## src/sfc_pkg.sv

```systemverilog
// shared constants and types for the serial clock and fifo section
package sfc_pkg;

    // ==========================================================
    // clocking
    // ==========================================================
    localparam int unsigned CORE_CLK_HZ = 50_000_000;
    localparam int unsigned CORE_CLK_NS = 20;

    // ==========================================================
    // widths and depths
    // ==========================================================
    localparam int unsigned WORD_W     = 32;   // one frame per entry
    localparam int unsigned FIFO_DEPTH = 16;
    localparam int unsigned LVL_W      = 5;    // holds 0..16
    localparam int unsigned DIV_W      = 16;   // divisor field
    localparam int unsigned THR_W      = 8;    // threshold codes
    localparam int unsigned FSZ_W      = 5;    // frame size minus one

    // ==========================================================
    // reset values
    // ==========================================================
    localparam logic [WORD_W-1:0] DATA_RESET = 32'h0000_0000;
    localparam logic [LVL_W-1:0]  LVL_EMPTY  = 5'h00;
    localparam logic [LVL_W-1:0]  LVL_FULL   = 5'h10;
    localparam logic [FSZ_W-1:0]  BIT_RESET  = 5'h00;
    localparam logic [DIV_W-2:0]  HALF_RESET = 15'h0000;

    // ==========================================================
    // shifter states
    // ==========================================================
    typedef enum logic [1:0] {
        S_IDLE,
        S_SHIFT,
        S_PUSH
    } sfc_state_t;

endpackage

```

## src/sfc_fifo_if.sv

```systemverilog
// fifo connection between the shifter top and a fifo instance
interface sfc_fifo_if #(
    parameter int unsigned W  = 32,
    parameter int unsigned LW = 5
);
    logic          clear;
    logic          push_valid;
    logic          push_ready;
    logic [W-1:0]  push_data;
    logic          pop_valid;
    logic          pop_ready;
    logic [W-1:0]  pop_data;
    logic [LW-1:0] level;

    // the owner of the fifo drives readiness, validity and level
    modport store (
        input  clear, push_valid, push_data, pop_ready,
        output push_ready, pop_valid, pop_data, level
    );
    modport user (
        output clear, push_valid, push_data, pop_ready,
        input  push_ready, pop_valid, pop_data, level
    );
endinterface

```

## src/sfc_fifo.sv

```systemverilog
// flip-flop fifo with valid/ready on both sides and synchronous clear
module sfc_fifo
    import sfc_pkg::*;
#(
    parameter int unsigned WIDTH = sfc_pkg::WORD_W,
    parameter int unsigned DEPTH = sfc_pkg::FIFO_DEPTH
) (
    input  wire logic i_ref_clk,
    input  wire logic i_rstn,
    sfc_fifo_if.store f
);
    import sfc_pkg::*;

    localparam int unsigned PW = (DEPTH > 1) ? $clog2(DEPTH) : 1;
    localparam logic [PW-1:0] PTR_LAST = PW'(DEPTH - 1);

    logic [WIDTH-1:0] mem [DEPTH];
    logic [PW-1:0]    wr_ptr;
    logic [PW-1:0]    rd_ptr;
    logic [LVL_W-1:0] count;
    logic [PW-1:0]    next_wr_ptr;
    logic [PW-1:0]    next_rd_ptr;
    logic [LVL_W-1:0] next_count;
    logic             do_push;
    logic             do_pop;

    // ==========================================================
    // handshake and pointer update
    // ==========================================================
    assign f.push_ready = (count != LVL_W'(DEPTH));
    assign f.pop_valid  = (count != LVL_EMPTY);
    assign f.pop_data   = mem[rd_ptr];
    assign f.level      = count;

    // a push while full is simply not taken; the user flags it
    always_comb begin
        do_push     = f.push_valid && f.push_ready;
        do_pop      = f.pop_ready && f.pop_valid;
        next_wr_ptr = wr_ptr;
        next_rd_ptr = rd_ptr;
        next_count  = count;
        if (f.clear) begin
            next_wr_ptr = '0;
            next_rd_ptr = '0;
            next_count  = LVL_EMPTY;
        end else begin
            if (do_push) begin
                next_wr_ptr = (wr_ptr == PTR_LAST) ? '0 : wr_ptr + 1'b1;
            end
            if (do_pop) begin
                next_rd_ptr = (rd_ptr == PTR_LAST) ? '0 : rd_ptr + 1'b1;
            end
            if (do_push && !do_pop) begin
                next_count = count + 1'b1;
            end else if (do_pop && !do_push) begin
                next_count = count - 1'b1;
            end
        end
    end

    // pointers and occupancy; storage is flip-flops, not a macro
    always_ff @(posedge i_ref_clk or negedge i_rstn) begin
        if (!i_rstn) begin
            wr_ptr <= '0;
            rd_ptr <= '0;
            count  <= LVL_EMPTY;
        end else begin
            wr_ptr <= next_wr_ptr;
            rd_ptr <= next_rd_ptr;
            count  <= next_count;
        end
    end

    // storage write, no reset needed on data
    always_ff @(posedge i_ref_clk) begin
        if (do_push && !f.clear) begin
            mem[wr_ptr] <= f.push_data;
        end
    end

    fifo_bound_a: assert property (  // [RULE4]
        @(posedge i_ref_clk) disable iff (!i_rstn)
        (count == LVL_W'(DEPTH) && f.push_valid && !f.pop_ready
            && !f.clear)
            |=> (count == LVL_W'(DEPTH)))
        else $error("fifo grew past its depth");
endmodule

```

## src/sfc_master.sv

```systemverilog
// serial master: bit clock divider, shifter and both data fifos
// Overview of operation
// RULE1: bit clock at most half the core clock
// RULE2: bit clock toggles only during a transfer
// RULE3: bit rate is core clock over divisor; 0 stops; the code drops the divisor lsb, so 1 also stops
// RULE4: two flip-flop fifos, 16 by 32 bits
// RULE5: software right-aligns short transmit frames
// RULE6: received frames stored right-aligned, last bit lsb
// RULE7: one frame per entry, upper bits ignored
// RULE8: disable or reset empties both fifos
// RULE9: data port write pushes, shifter pops transmit
// RULE10: low-water while transmit level at or below threshold
// RULE11: threshold code n means n or fewer entries
// RULE12: write to full transmit fifo raises overflow
// RULE13: data port read pops, shifter pushes receive
// RULE14: high-water while receive level at least threshold+1
// RULE15: code n means n+1 or more entries
// RULE16: push to full receive fifo flags overrun, drops
// RULE17: read of empty receive fifo flags underflow
// RULE18: software programs everything, then select, then enable
// RULE19: overflowing word dropped; flag held until clear read
// RULE20: underflowing read returns all zeros
// RULE21: low-water clears itself once level exceeds threshold
module sfc_master
    import sfc_pkg::*;
(
    input  wire logic                       i_ref_clk,
    input  wire logic                       i_rstn,
    input  wire logic                       i_enable,
    input  wire logic                       i_slave_select,
    input  wire logic [sfc_pkg::DIV_W-1:0]  i_clock_divisor,
    input  wire logic [sfc_pkg::THR_W-1:0]  i_tx_threshold_code,
    input  wire logic [sfc_pkg::THR_W-1:0]  i_rx_threshold_code,
    input  wire logic [sfc_pkg::FSZ_W-1:0]  i_frame_size_m1,
    input  wire logic                       i_sclk_idle,
    input  wire logic                       i_data_wr,
    input  wire logic [sfc_pkg::WORD_W-1:0] i_data_wdata,
    input  wire logic                       i_data_rd,
    input  wire logic                       i_tx_ovf_clr_rd,
    input  wire logic                       i_rx_ovr_clr_rd,
    input  wire logic                       i_rx_udf_clr_rd,
    input  wire logic                       i_rxd,
    output logic      [sfc_pkg::WORD_W-1:0] o_data_rdata,
    output logic                            o_data_rvalid,
    output logic                            o_tx_low_water,
    output logic                            o_tx_overflow,
    output logic                            o_rx_high_water,
    output logic                            o_rx_overrun,
    output logic                            o_rx_underflow,
    output logic      [sfc_pkg::LVL_W-1:0]  o_tx_level,
    output logic      [sfc_pkg::LVL_W-1:0]  o_rx_level,
    output logic                            o_busy,
    output logic                            o_sclk,
    output logic                            o_ss_n,
    output logic                            o_txd
);
    import sfc_pkg::*;

    sfc_fifo_if #(.W(WORD_W), .LW(LVL_W)) tx_if ();
    sfc_fifo_if #(.W(WORD_W), .LW(LVL_W)) rx_if ();

    // ==========================================================
    // fifos
    // ==========================================================
    // storage is flip-flops inside each fifo [RULE4]
    sfc_fifo #(.WIDTH(WORD_W), .DEPTH(FIFO_DEPTH)) u_tx_fifo (
        .i_ref_clk (i_ref_clk),
        .i_rstn    (i_rstn),
        .f         (tx_if.store)
    );
    sfc_fifo #(.WIDTH(WORD_W), .DEPTH(FIFO_DEPTH)) u_rx_fifo (
        .i_ref_clk (i_ref_clk),
        .i_rstn    (i_rstn),
        .f         (rx_if.store)
    );

    sfc_state_t        state;
    sfc_state_t        next_state;
    logic [DIV_W-2:0]  div_cnt;
    logic [DIV_W-2:0]  next_div_cnt;
    logic [DIV_W-2:0]  half;
    logic [DIV_W-2:0]  half_m1;
    logic              tick;
    logic              phase;
    logic              next_phase;
    logic [FSZ_W-1:0]  bits;
    logic [FSZ_W-1:0]  next_bits;
    logic [WORD_W-1:0] tx_sh;
    logic [WORD_W-1:0] next_tx_sh;
    logic [WORD_W-1:0] rx_sh;
    logic [WORD_W-1:0] next_rx_sh;
    logic              tx_pop;
    logic              rx_push;
    logic              next_sclk;
    logic              next_ss_n;
    logic              next_txd;

    // disabling clears both fifos; reset clears them inside [RULE8]
    assign tx_if.clear      = !i_enable;               // [RULE8]
    assign rx_if.clear      = !i_enable;               // [RULE8]
    assign tx_if.push_valid = i_data_wr;                // [RULE9]
    assign tx_if.push_data  = i_data_wdata;             // [RULE5]
    assign tx_if.pop_ready  = tx_pop;                   // [RULE9]
    assign rx_if.push_valid = rx_push;                  // [RULE13]
    assign rx_if.push_data  = rx_sh;                    // [RULE6]
    assign rx_if.pop_ready  = i_data_rd;                // [RULE13]

    // ==========================================================
    // bit clock divider and shifter
    // ==========================================================
    // the lsb of the divisor is dropped, so the half period is at
    // least one core cycle and the bit clock never beats clk/2
    assign half    = i_clock_divisor[DIV_W-1:1];        // [RULE1]
    assign half_m1 = half - 1'b1;
    assign tick    = (div_cnt == half_m1);              // [RULE3]

    always_comb begin
        next_state   = state;
        next_div_cnt = div_cnt;
        next_phase   = phase;
        next_bits    = bits;
        next_tx_sh   = tx_sh;
        next_rx_sh   = rx_sh;
        tx_pop       = 1'b0;
        rx_push      = 1'b0;
        unique case (state)
            S_IDLE: begin
                next_div_cnt = HALF_RESET;
                next_phase   = 1'b0;
                // start only once select and enable are both set
                // and a divisor of 2 or more is programmed [RULE18]
                if (i_enable && i_slave_select && half != HALF_RESET
                    && tx_if.pop_valid) begin               // [RULE3]
                    tx_pop     = 1'b1;                      // [RULE9]
                    next_tx_sh = tx_if.pop_data;
                    next_rx_sh = DATA_RESET;
                    next_bits  = i_frame_size_m1;
                    next_state = S_SHIFT;
                end
            end
            S_SHIFT: begin
                next_div_cnt = tick ? HALF_RESET : div_cnt + 1'b1;
                if (tick) begin
                    next_phase = !phase;
                    if (!phase) begin
                        // leading edge samples, lsb end fills last
                        next_rx_sh = {rx_sh[WORD_W-2:0], i_rxd}; // [RULE6]
                    end else if (bits == BIT_RESET) begin
                        next_state = S_PUSH;
                    end else begin
                        next_bits = bits - 1'b1;
                    end
                end
            end
            S_PUSH: begin
                // a full receive fifo refuses this and the frame is lost
                rx_push    = 1'b1;                          // [RULE13]
                next_state = S_IDLE;
            end
        endcase
        if (!i_enable) begin
            next_state = S_IDLE;
            next_phase = 1'b0;
        end
        // sclk runs only inside a frame, idle level otherwise [RULE2]
        next_sclk = (next_state == S_SHIFT) ? (i_sclk_idle ^ next_phase)
                                            : i_sclk_idle;
        next_ss_n = (next_state == S_IDLE);
        // msb first from the frame's top bit; bits above ignored
        next_txd  = next_tx_sh[next_bits];                  // [RULE7]
    end

    // shifter and pin registers
    always_ff @(posedge i_ref_clk or negedge i_rstn) begin
        if (!i_rstn) begin
            state   <= S_IDLE;
            div_cnt <= HALF_RESET;
            phase   <= 1'b0;
            bits    <= BIT_RESET;
            tx_sh   <= DATA_RESET;
            rx_sh   <= DATA_RESET;
            o_sclk  <= 1'b0;
            o_ss_n  <= 1'b1;
            o_txd   <= 1'b0;
        end else begin
            state   <= next_state;
            div_cnt <= next_div_cnt;
            phase   <= next_phase;
            bits    <= next_bits;
            tx_sh   <= next_tx_sh;
            rx_sh   <= next_rx_sh;
            o_sclk  <= next_sclk;
            o_ss_n  <= next_ss_n;
            o_txd   <= next_txd;
        end
    end

    // ==========================================================
    // data port, flags and levels
    // ==========================================================
    logic [WORD_W-1:0] next_rdata;
    logic              next_tx_ovf;
    logic              next_rx_ovr;
    logic              next_rx_udf;
    logic              next_low;
    logic              next_high;

    // sticky flags: a new event in the clearing cycle wins
    always_comb begin
        next_rdata = o_data_rdata;
        next_rx_udf = o_rx_underflow && !i_rx_udf_clr_rd;
        if (i_data_rd) begin
            if (rx_if.pop_valid) begin
                next_rdata = rx_if.pop_data;
            end else begin
                next_rdata  = DATA_RESET;                   // [RULE20]
                next_rx_udf = 1'b1;                         // [RULE17]
            end
        end
        // the refused word is dropped by the fifo itself [RULE19]
        next_tx_ovf = (o_tx_overflow && !i_tx_ovf_clr_rd)   // [RULE19]
                    || (i_data_wr && !tx_if.push_ready      // [RULE12]
                        && i_enable);
        next_rx_ovr = (o_rx_overrun && !i_rx_ovr_clr_rd)
                    || (rx_push && !rx_if.push_ready && i_enable); // [RULE16]
        // level compares; low-water falls on its own above threshold
        next_low  = ({3'b000, tx_if.level}                  // [RULE10]
                    <= i_tx_threshold_code);        // [RULE11] [RULE21]
        next_high = ({4'b0000, rx_if.level}                 // [RULE14]
                    >= ({1'b0, i_rx_threshold_code} + 9'h001)); // [RULE15]
    end

    // flag and data registers; flags trail the fifo level by one cycle
    always_ff @(posedge i_ref_clk or negedge i_rstn) begin
        if (!i_rstn) begin
            o_data_rdata    <= DATA_RESET;
            o_data_rvalid   <= 1'b0;
            o_tx_low_water  <= 1'b0;
            o_tx_overflow   <= 1'b0;
            o_rx_high_water <= 1'b0;
            o_rx_overrun    <= 1'b0;
            o_rx_underflow  <= 1'b0;
            o_tx_level      <= LVL_EMPTY;
            o_rx_level      <= LVL_EMPTY;
            o_busy          <= 1'b0;
        end else begin
            o_data_rdata    <= next_rdata;
            o_data_rvalid   <= i_data_rd;
            o_tx_low_water  <= next_low;
            o_tx_overflow   <= next_tx_ovf;
            o_rx_high_water <= next_high;
            o_rx_overrun    <= next_rx_ovr;
            o_rx_underflow  <= next_rx_udf;
            o_tx_level      <= tx_if.level;
            o_rx_level      <= rx_if.level;
            o_busy          <= (next_state != S_IDLE);
        end
    end

    // ==========================================================
    // checks
    // ==========================================================
    sclk_idle_a: assert property (  // [RULE2]
        @(posedge i_ref_clk) disable iff (!i_rstn)
        (state == S_IDLE && $past(state) == S_IDLE)
            |=> (o_sclk == $past(i_sclk_idle)))
        else $error("bit clock moved outside a transfer");

    sclk_rate_a: assert property (  // [RULE1] [RULE3]
        @(posedge i_ref_clk) disable iff (!i_rstn)
        (state == S_SHIFT && next_state == S_SHIFT && phase != next_phase)
            |-> (div_cnt == half_m1 && half != HALF_RESET))
        else $error("bit clock edge off the divisor count");

    div_zero_a: assert property (  // [RULE3]
        @(posedge i_ref_clk) disable iff (!i_rstn)
        (state == S_IDLE && half == HALF_RESET) |=> (state == S_IDLE))
        else $error("transfer started with divisor zero");

    disable_clear_a: assert property (  // [RULE8]
        @(posedge i_ref_clk) disable iff (!i_rstn)
        !i_enable |=> (tx_if.level == LVL_EMPTY && rx_if.level == LVL_EMPTY))
        else $error("fifos not emptied on disable");

    tx_overflow_a: assert property (  // [RULE12]
        @(posedge i_ref_clk) disable iff (!i_rstn)
        (i_data_wr && tx_if.level == LVL_FULL && i_enable && !tx_pop)
            |=> (o_tx_overflow && tx_if.level == LVL_FULL))
        else $error("overflow not flagged or word taken");

    ovf_hold_a: assert property (  // [RULE19]
        @(posedge i_ref_clk) disable iff (!i_rstn)
        (o_tx_overflow && !i_tx_ovf_clr_rd) |=> o_tx_overflow)
        else $error("overflow flag fell without a clear read");

    underflow_zero_a: assert property (  // [RULE17] [RULE20]
        @(posedge i_ref_clk) disable iff (!i_rstn)
        (i_data_rd && rx_if.level == LVL_EMPTY)
            |=> (o_data_rdata == DATA_RESET && o_rx_underflow))
        else $error("empty read not zero or not flagged");

    low_water_a: assert property (  // [RULE10] [RULE21]
        @(posedge i_ref_clk) disable iff (!i_rstn)
        1'b1 |=> (o_tx_low_water == ({3'b000, $past(tx_if.level)}
                  <= $past(i_tx_threshold_code))))
        else $error("low-water flag wrong for level");

    high_water_a: assert property (  // [RULE14] [RULE15]
        @(posedge i_ref_clk) disable iff (!i_rstn)
        1'b1 |=> (o_rx_high_water == ({4'b0000, $past(rx_if.level)}
                  > {1'b0, $past(i_rx_threshold_code)})))
        else $error("high-water flag wrong for level");

    overrun_a: assert property (  // [RULE16]
        @(posedge i_ref_clk) disable iff (!i_rstn)
        (rx_push && rx_if.level == LVL_FULL && !i_data_rd && i_enable)
            |=> (o_rx_overrun && rx_if.level == LVL_FULL))
        else $error("overrun not flagged or frame kept");
endmodule

```

## config.mk

```make
export PLATFORM = sky130hd
export DESIGN_NAME = sfc_master
export DESIGN_NICKNAME = d
export VERILOG_FILES = /design/src/sfc_pkg.sv /design/src/sfc_fifo_if.sv /design/src/sfc_fifo.sv /design/src/sfc_master.sv
export SDC_FILE = /design/constraint.sdc
export NUM_CORES = 1
export LEC_CHECK = 0
export BUFFER_PORTS_ARGS = -buffer_cell sky130_fd_sc_hd__clkbuf_2
export CORE_MARGIN = 1.5
export CORE_UTILIZATION = 56
export CTS_CLUSTER_DIAMETER = 30
export CTS_CLUSTER_SIZE = 12
export DETAILED_ROUTE_END_ITERATION = 10
export PLACE_DENSITY = 0.85
export SYNTH_ARGS = -nofsm -noshare
export SYNTH_HDL_FRONTEND = slang
export SYNTH_SLANG_ARGS = --single-unit
```

## constraint.sdc

```tcl
create_clock -name i_ref_clk -period 3.35 [get_ports i_ref_clk]
set_input_delay 0.335 -clock i_ref_clk [delete_from_list [all_inputs] [get_ports i_ref_clk]]
set_output_delay 0.335 -clock i_ref_clk [all_outputs]
set_load 0.005 [all_outputs]
```

==> out/summary.md, run 1 <==
## Route
- **post-detailed-route count of antenna-violating nets** 0
- **detailed-router iteration count before antenna repair** 9
- **Vias** 28700
- **wire length reported by the detailed router** 136000 µm
- **average wire length per cell after detail routing** 32.3 µm
- **DRC errors left** 0
- **First DRT Iteration DRCs** 3780
- **via density per instance** 6.81

## Synth
- **Syn Area/Cell** 18.8 µm²
- **Mapped Nets** 2649
- **EDFF count, synth** 1024
- **leading register cell type out of synthesis** edfxtp_1
- **Synthesis Warnings** 0
- **cell types with the largest area share after synthesis** edfxtp_1 65%, mux4_2 11%, dfrtp_1 8.6%
- **largest area contributor in the netlist** edfxtp_1
- **area share of the leading cell type in the synthesized netlist** 64.6%
- **synthesis-stage register bit count** 1189
- **Synth cell types** 78
- **Cells after Synth** 2533
- **Async S/R FF share, synth** 13.9%
- **post-synthesis instance area** 47600 µm²
- **portion of the post-synthesis area used by sequential elements** 73.3%

## Timing
- **worst rel slew slack** 33.0%
- **Setup WS post-layout** 0.0718 ns
- **max-slew violations** 0
- **shortest period the worst path allows** 3.28 ns
- **actual slew at the worst max-slew pin** 1.01 ns
- **clock tree skew after final layout** 0.0659 ns
- **Final Cycle Share** 97.9%
- **number of hold violations in the final report** 0
- **Final setup viols** 0
- **final hold slack** 0.119 ns
- **fmax** 0.305 GHz

## Power
- **Power Dens Cells** 770 nW/µm²
- **Leak** 19.8 nW
- **worst vdd ir** 0.656 mV
- **total net switching power** 0.0122 W
- **Comb pwr share** 17.5%
- **part of the total power dissipated in sequential elements** 37.9%
- **switching part of the total** 27.2%
- **Clk network pwr share** 44.6%
- **Cell Int Power** 0.0327 W
- **final total power** 0.0450 W

## Die
- **core outline area** 84000 µm²
- **die outline area** 86800 µm²
- **number of placed I/O pins** 132
- **starting utilization of the core area** 56.7%
- **width of the die** 295 µm
- **count of standard-cell rows** 106
- **Die Height** 295 µm

## Setup path
- **stage delay of the slowest cell on the critical path** 0.57 ns
- **Crit Path Category** flip-flop to flip-flop
- **most repeated library cell on the critical path** o211ai_1
- **type of origin of the critical path** flip-flop
- **ordered list of cells on the worst path** buf_4 > buf_16 > mux4_2 > o22ai_1 > a211oi_1 > a21o_1 > inv_1 > o211ai_1 > o211ai_1 > a31oi_1 > or4_1
- **crit-path max FO** 28
- **required arrival time at the worst endpoint** 4.00 ns
- **CP max-delay cell** mux4_2
- **Crit. End Element** flip-flop
- **path depth of the worst reg2reg path** 11
- **critical path data arrival time** 3.92 ns

## Clocking
- **maximum level of the CTS H-tree** 4
- **count of clock tree sinks** 1189
- **clock tree buffer depth** 3
- **TritonCTS clock tree** built
- **clock transition at the registers of the reported paths** 0.05 ns
- **total clock buffers created by CTS** 185
- **worst-skew pair later-pin latency** 0.80 ns
- **clock root cell** clkbuf_16

## Place
- **gpl congestion** 0.904
- **number of input and output port buffers inserted** 130
- **Post-Place Setup Slack** -0.348 ns
- **sum of net half-perimeters after detailed placement** 66400 µm

## Global route
- **global router's overall resource usage** 31.3%
- **maximum number of pins on one net before global-route repair** 83
- **via count of the first global-routing pass** 29800
- **number of antenna violations at the first check in global routing** 3
- **wire length of the first global-routing pass** 196000 µm
- **final global-route overflow total** 0

## Cells and area
- **layout-stage area growth over the synthesis result** 22.7%
- **ratio of cells with drive above 1 in the final layout** 29.2%
- **Final Net Count** 3033
- **fill count** 4610

## Status
- **result of the run** finished, final reports clean

## Job
- **number of maximum-capacitance violations** 0

## Hold path
- **class of the worst hold path** input port to async pin

[metal layers]
layer | GRT usage (%) | vias to the layer above | wire length, µm
li1 | - | 11200 | -
met1 | 37.1 | 14500 | 45500
met2 | 52.9 | 2347 | 68900
met3 | 7.40 | 574 | 13700
met4 | 17.4 | 4 | 8120
met5 | 0 | - | 29
[synthesized netlist by cell type, types with 18 or more instances]
cell         n
xnor2_1     25
inv_1       44
mux2i_1    145
nand3_1     31
o221ai_1    65
buf_1       32
o31ai_1     32
a22o_1      65
buf_2       24
o22ai_1     43
dfrtp_1    164
o21ai_0     48
clkbuf_1    84
nand2b_1    18
nor2_1      52
ha_1        34
mux4_2     224
edfxtp_1  1024
a21oi_1     34
and2_1      44
nand2_1     84
a21boi_0    24
[critical path, delay by kind of cell (launching register included)]
kind	cells	cell delay (ns)
DFF	1	0.54
muxes	1	0.57
and+or+nand+nor	1	0.47
AOI/OAI and AO/OA	6	0.99
buffers and inverters	3	0.54
[cell type report]
| class | count | area [µm²] | share of cell area (%) |
|---|---|---|---|
| antenna | 3 | 7.51 | 0.0129 |
| multi-input combinational | 1156 | 12200 | 20.9 |
| inverter | 45 | 169 | 0.289 |
| timing repair buffer | 340 | 3150 | 5.40 |
| clock inverter | 129 | 1750 | 2.99 |
| sequential | 1189 | 34900 | 59.7 |
| tap | 1134 | 1420 | 2.43 |
| clock buffer | 216 | 4830 | 8.26 |
[worst paths after layout]
kind                                             startpoint                              end  slack, ns
max                         u_tx_fifo.rd_ptr[0]$_DFFE_PN0P_                  o_txd$_DFF_PN0_       0.07
min                                                  i_rstn      o_data_rdata[6]$_DFFE_PN0P_       0.12
max reg2reg                 u_tx_fifo.rd_ptr[0]$_DFFE_PN0P_                  o_txd$_DFF_PN0_       0.07
min reg2reg                u_rx_fifo.f.level[0]$_DFFE_PN0P_          o_rx_level[0]$_DFF_PN0_       0.46
max in group asynchronous                            i_rstn  rx_if.push_data[28]$_DFFE_PN0P_       2.09
min in group i_ref_clk                             i_enable  u_rx_fifo.rd_ptr[3]$_DFFE_PN0P_       0.12
[state kept, by name, summed over array words and instances (netlist names), 2 cells and up]
register           cells
u_rx_fifo.mem        512
u_tx_fifo.mem        512
o_data_rdata          32
rx_if.push_data       32
tx_sh                 32
div_cnt               15
bits                   5
o_rx_level             5
o_tx_level             5
u_rx_fifo.f.level      5
u_tx_fifo.f.level      5
u_rx_fifo.rd_ptr       4
u_rx_fifo.wr_ptr       4
u_tx_fifo.rd_ptr       4
u_tx_fifo.wr_ptr       4
state                  2
[stage by stage]
| stage | TNS [ns] | util (%) | cells | cell area (µm²) |
|---|---|---|---|---|
| after global placement | -8.22 | 60.8 | 3808 | 51100 |
| after detailed placement | -11.04 | 60.8 | 3808 | 51100 |
| after global routing | -0.0340 | 69.6 | 4209 | 58400 |
| after floorplan | -0.0649 | - | 2533 | 47700 |
| final | 0 | 69.6 | 4212 | 58400 |
| after CTS | 0 | 69.2 | 4199 | 58100 |
[power groups by stage]
stage / clock network, W / registers, W / logic [W]
finish: 0.0201 / 0.0170 / 0.00786
global route: 0.0208 / 0.0171 / 0.00829
CTS: 0.0202 / 0.0170 / 0.00753
detailed placement: 0 / 0.0173 / 0.00717
global placement: 0 / 0.0172 / 0.00688
floorplan: 0 / 0.0171 / 0.00482
[cells by family after synthesis]
group,share of synthesized area [%]
multiplexers,13.6
XOR/XNOR,0.678
flip-flops,73.3
buffers and inverters,1.58
AO/OA/AOI/OAI,6.40
AND/OR/NAND/NOR,3.44
adder cells (fa/ha/maj),0.978
[layout by cell type, fill, tap and decap left out, drive strengths merged, types with 14 or more instances in the layout]
| cell type | n |
|---|---|
| xnor2 | 26 |
| edfxtp | 1024 |
| bufinv | 28 |
| and2 | 44 |
| nand2b | 18 |
| clkinv | 67 |
| nor2b | 14 |
| a21boi | 25 |
| nand3 | 31 |
| nor2 | 52 |
| o221ai | 65 |
| clkinvlp | 20 |
| nand2 | 84 |
| mux2i | 145 |
| o22ai | 44 |
| a22o | 65 |
| o21ai | 49 |
| buf | 159 |
| ha | 34 |
| dfrtp | 164 |
| inv | 59 |
| dlygate4sd3 | 46 |
| clkbuf | 351 |
| o211ai | 17 |
| mux4 | 224 |
| a21oi | 34 |
| o31ai | 32 |
[timing repair]
item,in CTS,in global routing
buffers inserted,0,5
hold buffers,46,0
cloned,0,5
pin swaps,0,10
resized for setup,1,32
endpoints found under the setup margin,1,16
endpoints found under the hold margin,591,0
Power figures use the tool's default switching activity.
==> inputs of run 2 (changes only) <==
--- a/config.mk
+++ b/config.mk
@@ -6,12 +6,14 @@
 export NUM_CORES = 1
 export LEC_CHECK = 0
 export BUFFER_PORTS_ARGS = -buffer_cell sky130_fd_sc_hd__clkbuf_2
+export CELL_PAD_IN_SITES_DETAIL_PLACEMENT = 0
+export CELL_PAD_IN_SITES_GLOBAL_PLACEMENT = 1
 export CORE_MARGIN = 1.5
-export CORE_UTILIZATION = 56
+export CORE_UTILIZATION = 30
 export CTS_CLUSTER_DIAMETER = 30
 export CTS_CLUSTER_SIZE = 12
 export DETAILED_ROUTE_END_ITERATION = 10
-export PLACE_DENSITY = 0.85
+export PLACE_DENSITY_LB_ADDON = 0.12
 export SYNTH_ARGS = -nofsm -noshare
 export SYNTH_HDL_FRONTEND = slang
 export SYNTH_SLANG_ARGS = --single-unit
==> out/summary.md, run 2 (synthesis gave the netlist of run 1 again) <==
## Route
- **top metal layer carrying routed signals** met5
- **post-detailed-route count of antenna-violating nets** 0
- **First DRT Iteration DRCs** 1971
- **via density per instance** 4.93
- **Vias** 26600
- **average wire length per cell after detail routing** 25.3 µm
- **DRC errors left** 0
- **wire length on met3** 6030 µm
- **wire length reported by the detailed router** 136000 µm
- **DRT met1 WL** 56900 µm
- **detailed-router iteration count before antenna repair** 5
- **met2 layer wire length in the routed design** 70000 µm

## Cells and area
- **most frequent cells in the layout** 1024 x edfxtp_1, 326 x clkbuf_16, 224 x mux4_2, 158 x dfrtp_1, 146 x buf_4
- **leading registers by flop count** u_rx_fifo.mem x512, u_tx_fifo.mem x512
- **summed area of non-filler cells in the final layout** 63900 µm²
- **multi-input logic area** 12200 µm²
- **Final Net Count** 3216
- **sequential standard cell area** 34900 µm²
- **fill count** 14000
- **ratio of cells with drive above 1 in the final layout** 34.4%
- **layout-stage area growth over the synthesis result** 34.2%
- **most common cell after layout, fill and taps aside** edfxtp_1

## Hold path
- **number of stages on the worst hold path** 4
- **class of the worst hold path** input port to flip-flop
- **hold path endpoint** o_tx_low_water$_DFF_PN0_
- **min-delay src** i_tx_threshold_code[7]

## Power
- **final total power** 0.0540 W
- **part of the total power dissipated in sequential elements** 31.4%
- **Leak** 21.9 nW
- **Comb pwr share** 14.4%
- **Cell Int Power** 0.0408 W
- **switching part of the total** 24.5%
- **Power Dens Cells** 846 nW/µm²
- **worst vdd ir** 0.502 mV
- **total net switching power** 0.0132 W
- **Clk network pwr share** 54.2%

## Timing
- **actual slew at the worst max-slew pin** 0.908 ns
- **max-slew violations** 0
- **fmax** 0.304 GHz
- **Final Cycle Share** 98.1%
- **worst rel slew slack** 39.1%
- **unrepaired setup endpoints after global routing** yes
- **number of hold violations in the final report** 0
- **shortest period the worst path allows** 3.28 ns
- **Final setup viols** 0
- **clock tree skew after final layout** 0.120 ns

## Clocking
- **clock transition at the registers of the reported paths** 0.04 ns
- **total clock buffers created by CTS** 319
- **maximum level of the CTS H-tree** 5
- **TritonCTS clock tree** built
- **clock root cell** clkbuf_16
- **count of clock tree sinks** 1189
- **worst-skew pair later-pin latency** 0.90 ns
- **clock tree buffer depth** 4

## Place
- **sum of net half-perimeters after detailed placement** 77000 µm
- **number of input and output port buffers inserted** 130
- **post-placement cell area** 52700 µm²
- **gpl congestion** 0.779

## Setup path
- **setup slack of the most critical reg-to-reg path** 0.07 ns
- **Crit. End Element** flip-flop
- **worst setup path startpoint** u_tx_fifo.rd_ptr[0]$_DFFE_PN0P_
- **path depth of the worst reg2reg path** 11
- **crit-path max FO** 25
- **endpoint of the worst-slack reg-to-reg timing path** o_txd$_DFF_PN0_
- **RR Startpoint** u_tx_fifo.rd_ptr[0]$_DFFE_PN0P_
- **critical path data arrival time** 3.98 ns
- **required arrival time at the worst endpoint** 4.05 ns
- **type of origin of the critical path** flip-flop
- **Crit Path Category** flip-flop to flip-flop

## Global route
- **number of antenna violations at the first check in global routing** 10
- **final global-route overflow total** 0
- **global router's overall resource usage** 16.9%
- **wire length of the first global-routing pass** 199000 µm
- **via count of the first global-routing pass** 28800
- **maximum number of pins on one net before global-route repair** 87

## Job
- **number of maximum-capacitance violations** 0

## Status
- **result of the run** finished, final reports clean

## Die
- **width of the die** 401 µm
- **starting utilization of the core area** 30.3%
- **Die Height** 401 µm
- **number of placed I/O pins** 132
- **count of standard-cell rows** 145
- **die outline area** 161000 µm²
- **core outline area** 157000 µm²

run 2: worst max-delay path by stage:
stage / to / slack, ns / cells after the start
detailed placement: rx_if.push_data[23]$_DFFE_PN0P_ / -0.39 / 11
finish: o_txd$_DFF_PN0_ / 0.07 / 11
CTS: rx_if.push_data[16]$_DFFE_PN0P_ / 0.05 / 11
global placement: o_txd$_DFF_PN0_ / -0.41 / 11
global route: o_txd$_DFF_PN0_ / -0.01 / 10
floorplan: o_txd$_DFF_PN0_ / -0.06 / 12
run 2: worst max-delay path, stage by stage (launching register included):
cell and delay, ns:
dfrtp_4 0.53, buf_16 0.25, mux2i_1 0.24, o221ai_1 0.16, a21boi_0 0.47, o31ai_1 0.25, nor2_1 0.15, mux2i_1 0.08
o311a_1 0.14, a22oi_2 0.19, a31oi_1 0.11, or4_1 0.54
run 2: per-layer routing:
metal,GRT usage (%),vias up
met5,0,-
met1,20.8,14000
li1,-,11700
met4,5.73,8
met3,3.69,228
met2,29.4,646
run 2: repair_timing:
action / in CTS / in global routing
hold endpoints to repair: 620 / 0
hold buffers: 45 / 0
resized for setup: 2 / 32
gates cloned: 0 / 2
setup buffers: 3 / 3
endpoints found under the setup margin: 1 / 36
pin swaps: 0 / 3
run 2: cell type report:
class                      instances  share of cell area, %
sequential                      1189                   54.7
multi-input combinational       1156                   19.1
clock buffer                     386                   13.3
timing repair buffer             389                   5.57
tap                             2058                   4.03
clock inverter                   177                   3.10
inverter                          45                  0.265
antenna                            1                0.00392
run 2: power by group through the flow:
stage,combinational (W),sequential (W),clock (W)
3_3_place_gp,0.00761,0.0173,0
3_5_place_dp,0.00767,0.0173,0
4_1_cts,0.00779,0.0170,0.0298
5_1_grt,0.00849,0.0170,0.0307
6_report,0.00777,0.0170,0.0293
2_1_floorplan,0.00482,0.0171,0
run 2: stage by stage:
step | util (%) | setup TNS (ns) | std cells | setup WS, ns | hold slack [ns]
6_report | 40.7 | 0 | 5401 | 0.0653 | 0.0483
5_1_grt | 40.7 | -0.0114 | 5401 | -0.0114 | 0.0404
4_1_cts | 40.6 | 0 | 5395 | 0.0528 | 0.000510
3_5_place_dp | 33.6 | -14.33 | 4784 | -0.392 | 0.434
3_3_place_gp | 33.6 | -14.12 | 4784 | -0.410 | 0.431
2_1_floorplan | - | -0.0649 | 2533 | -0.0649 | 0.0394
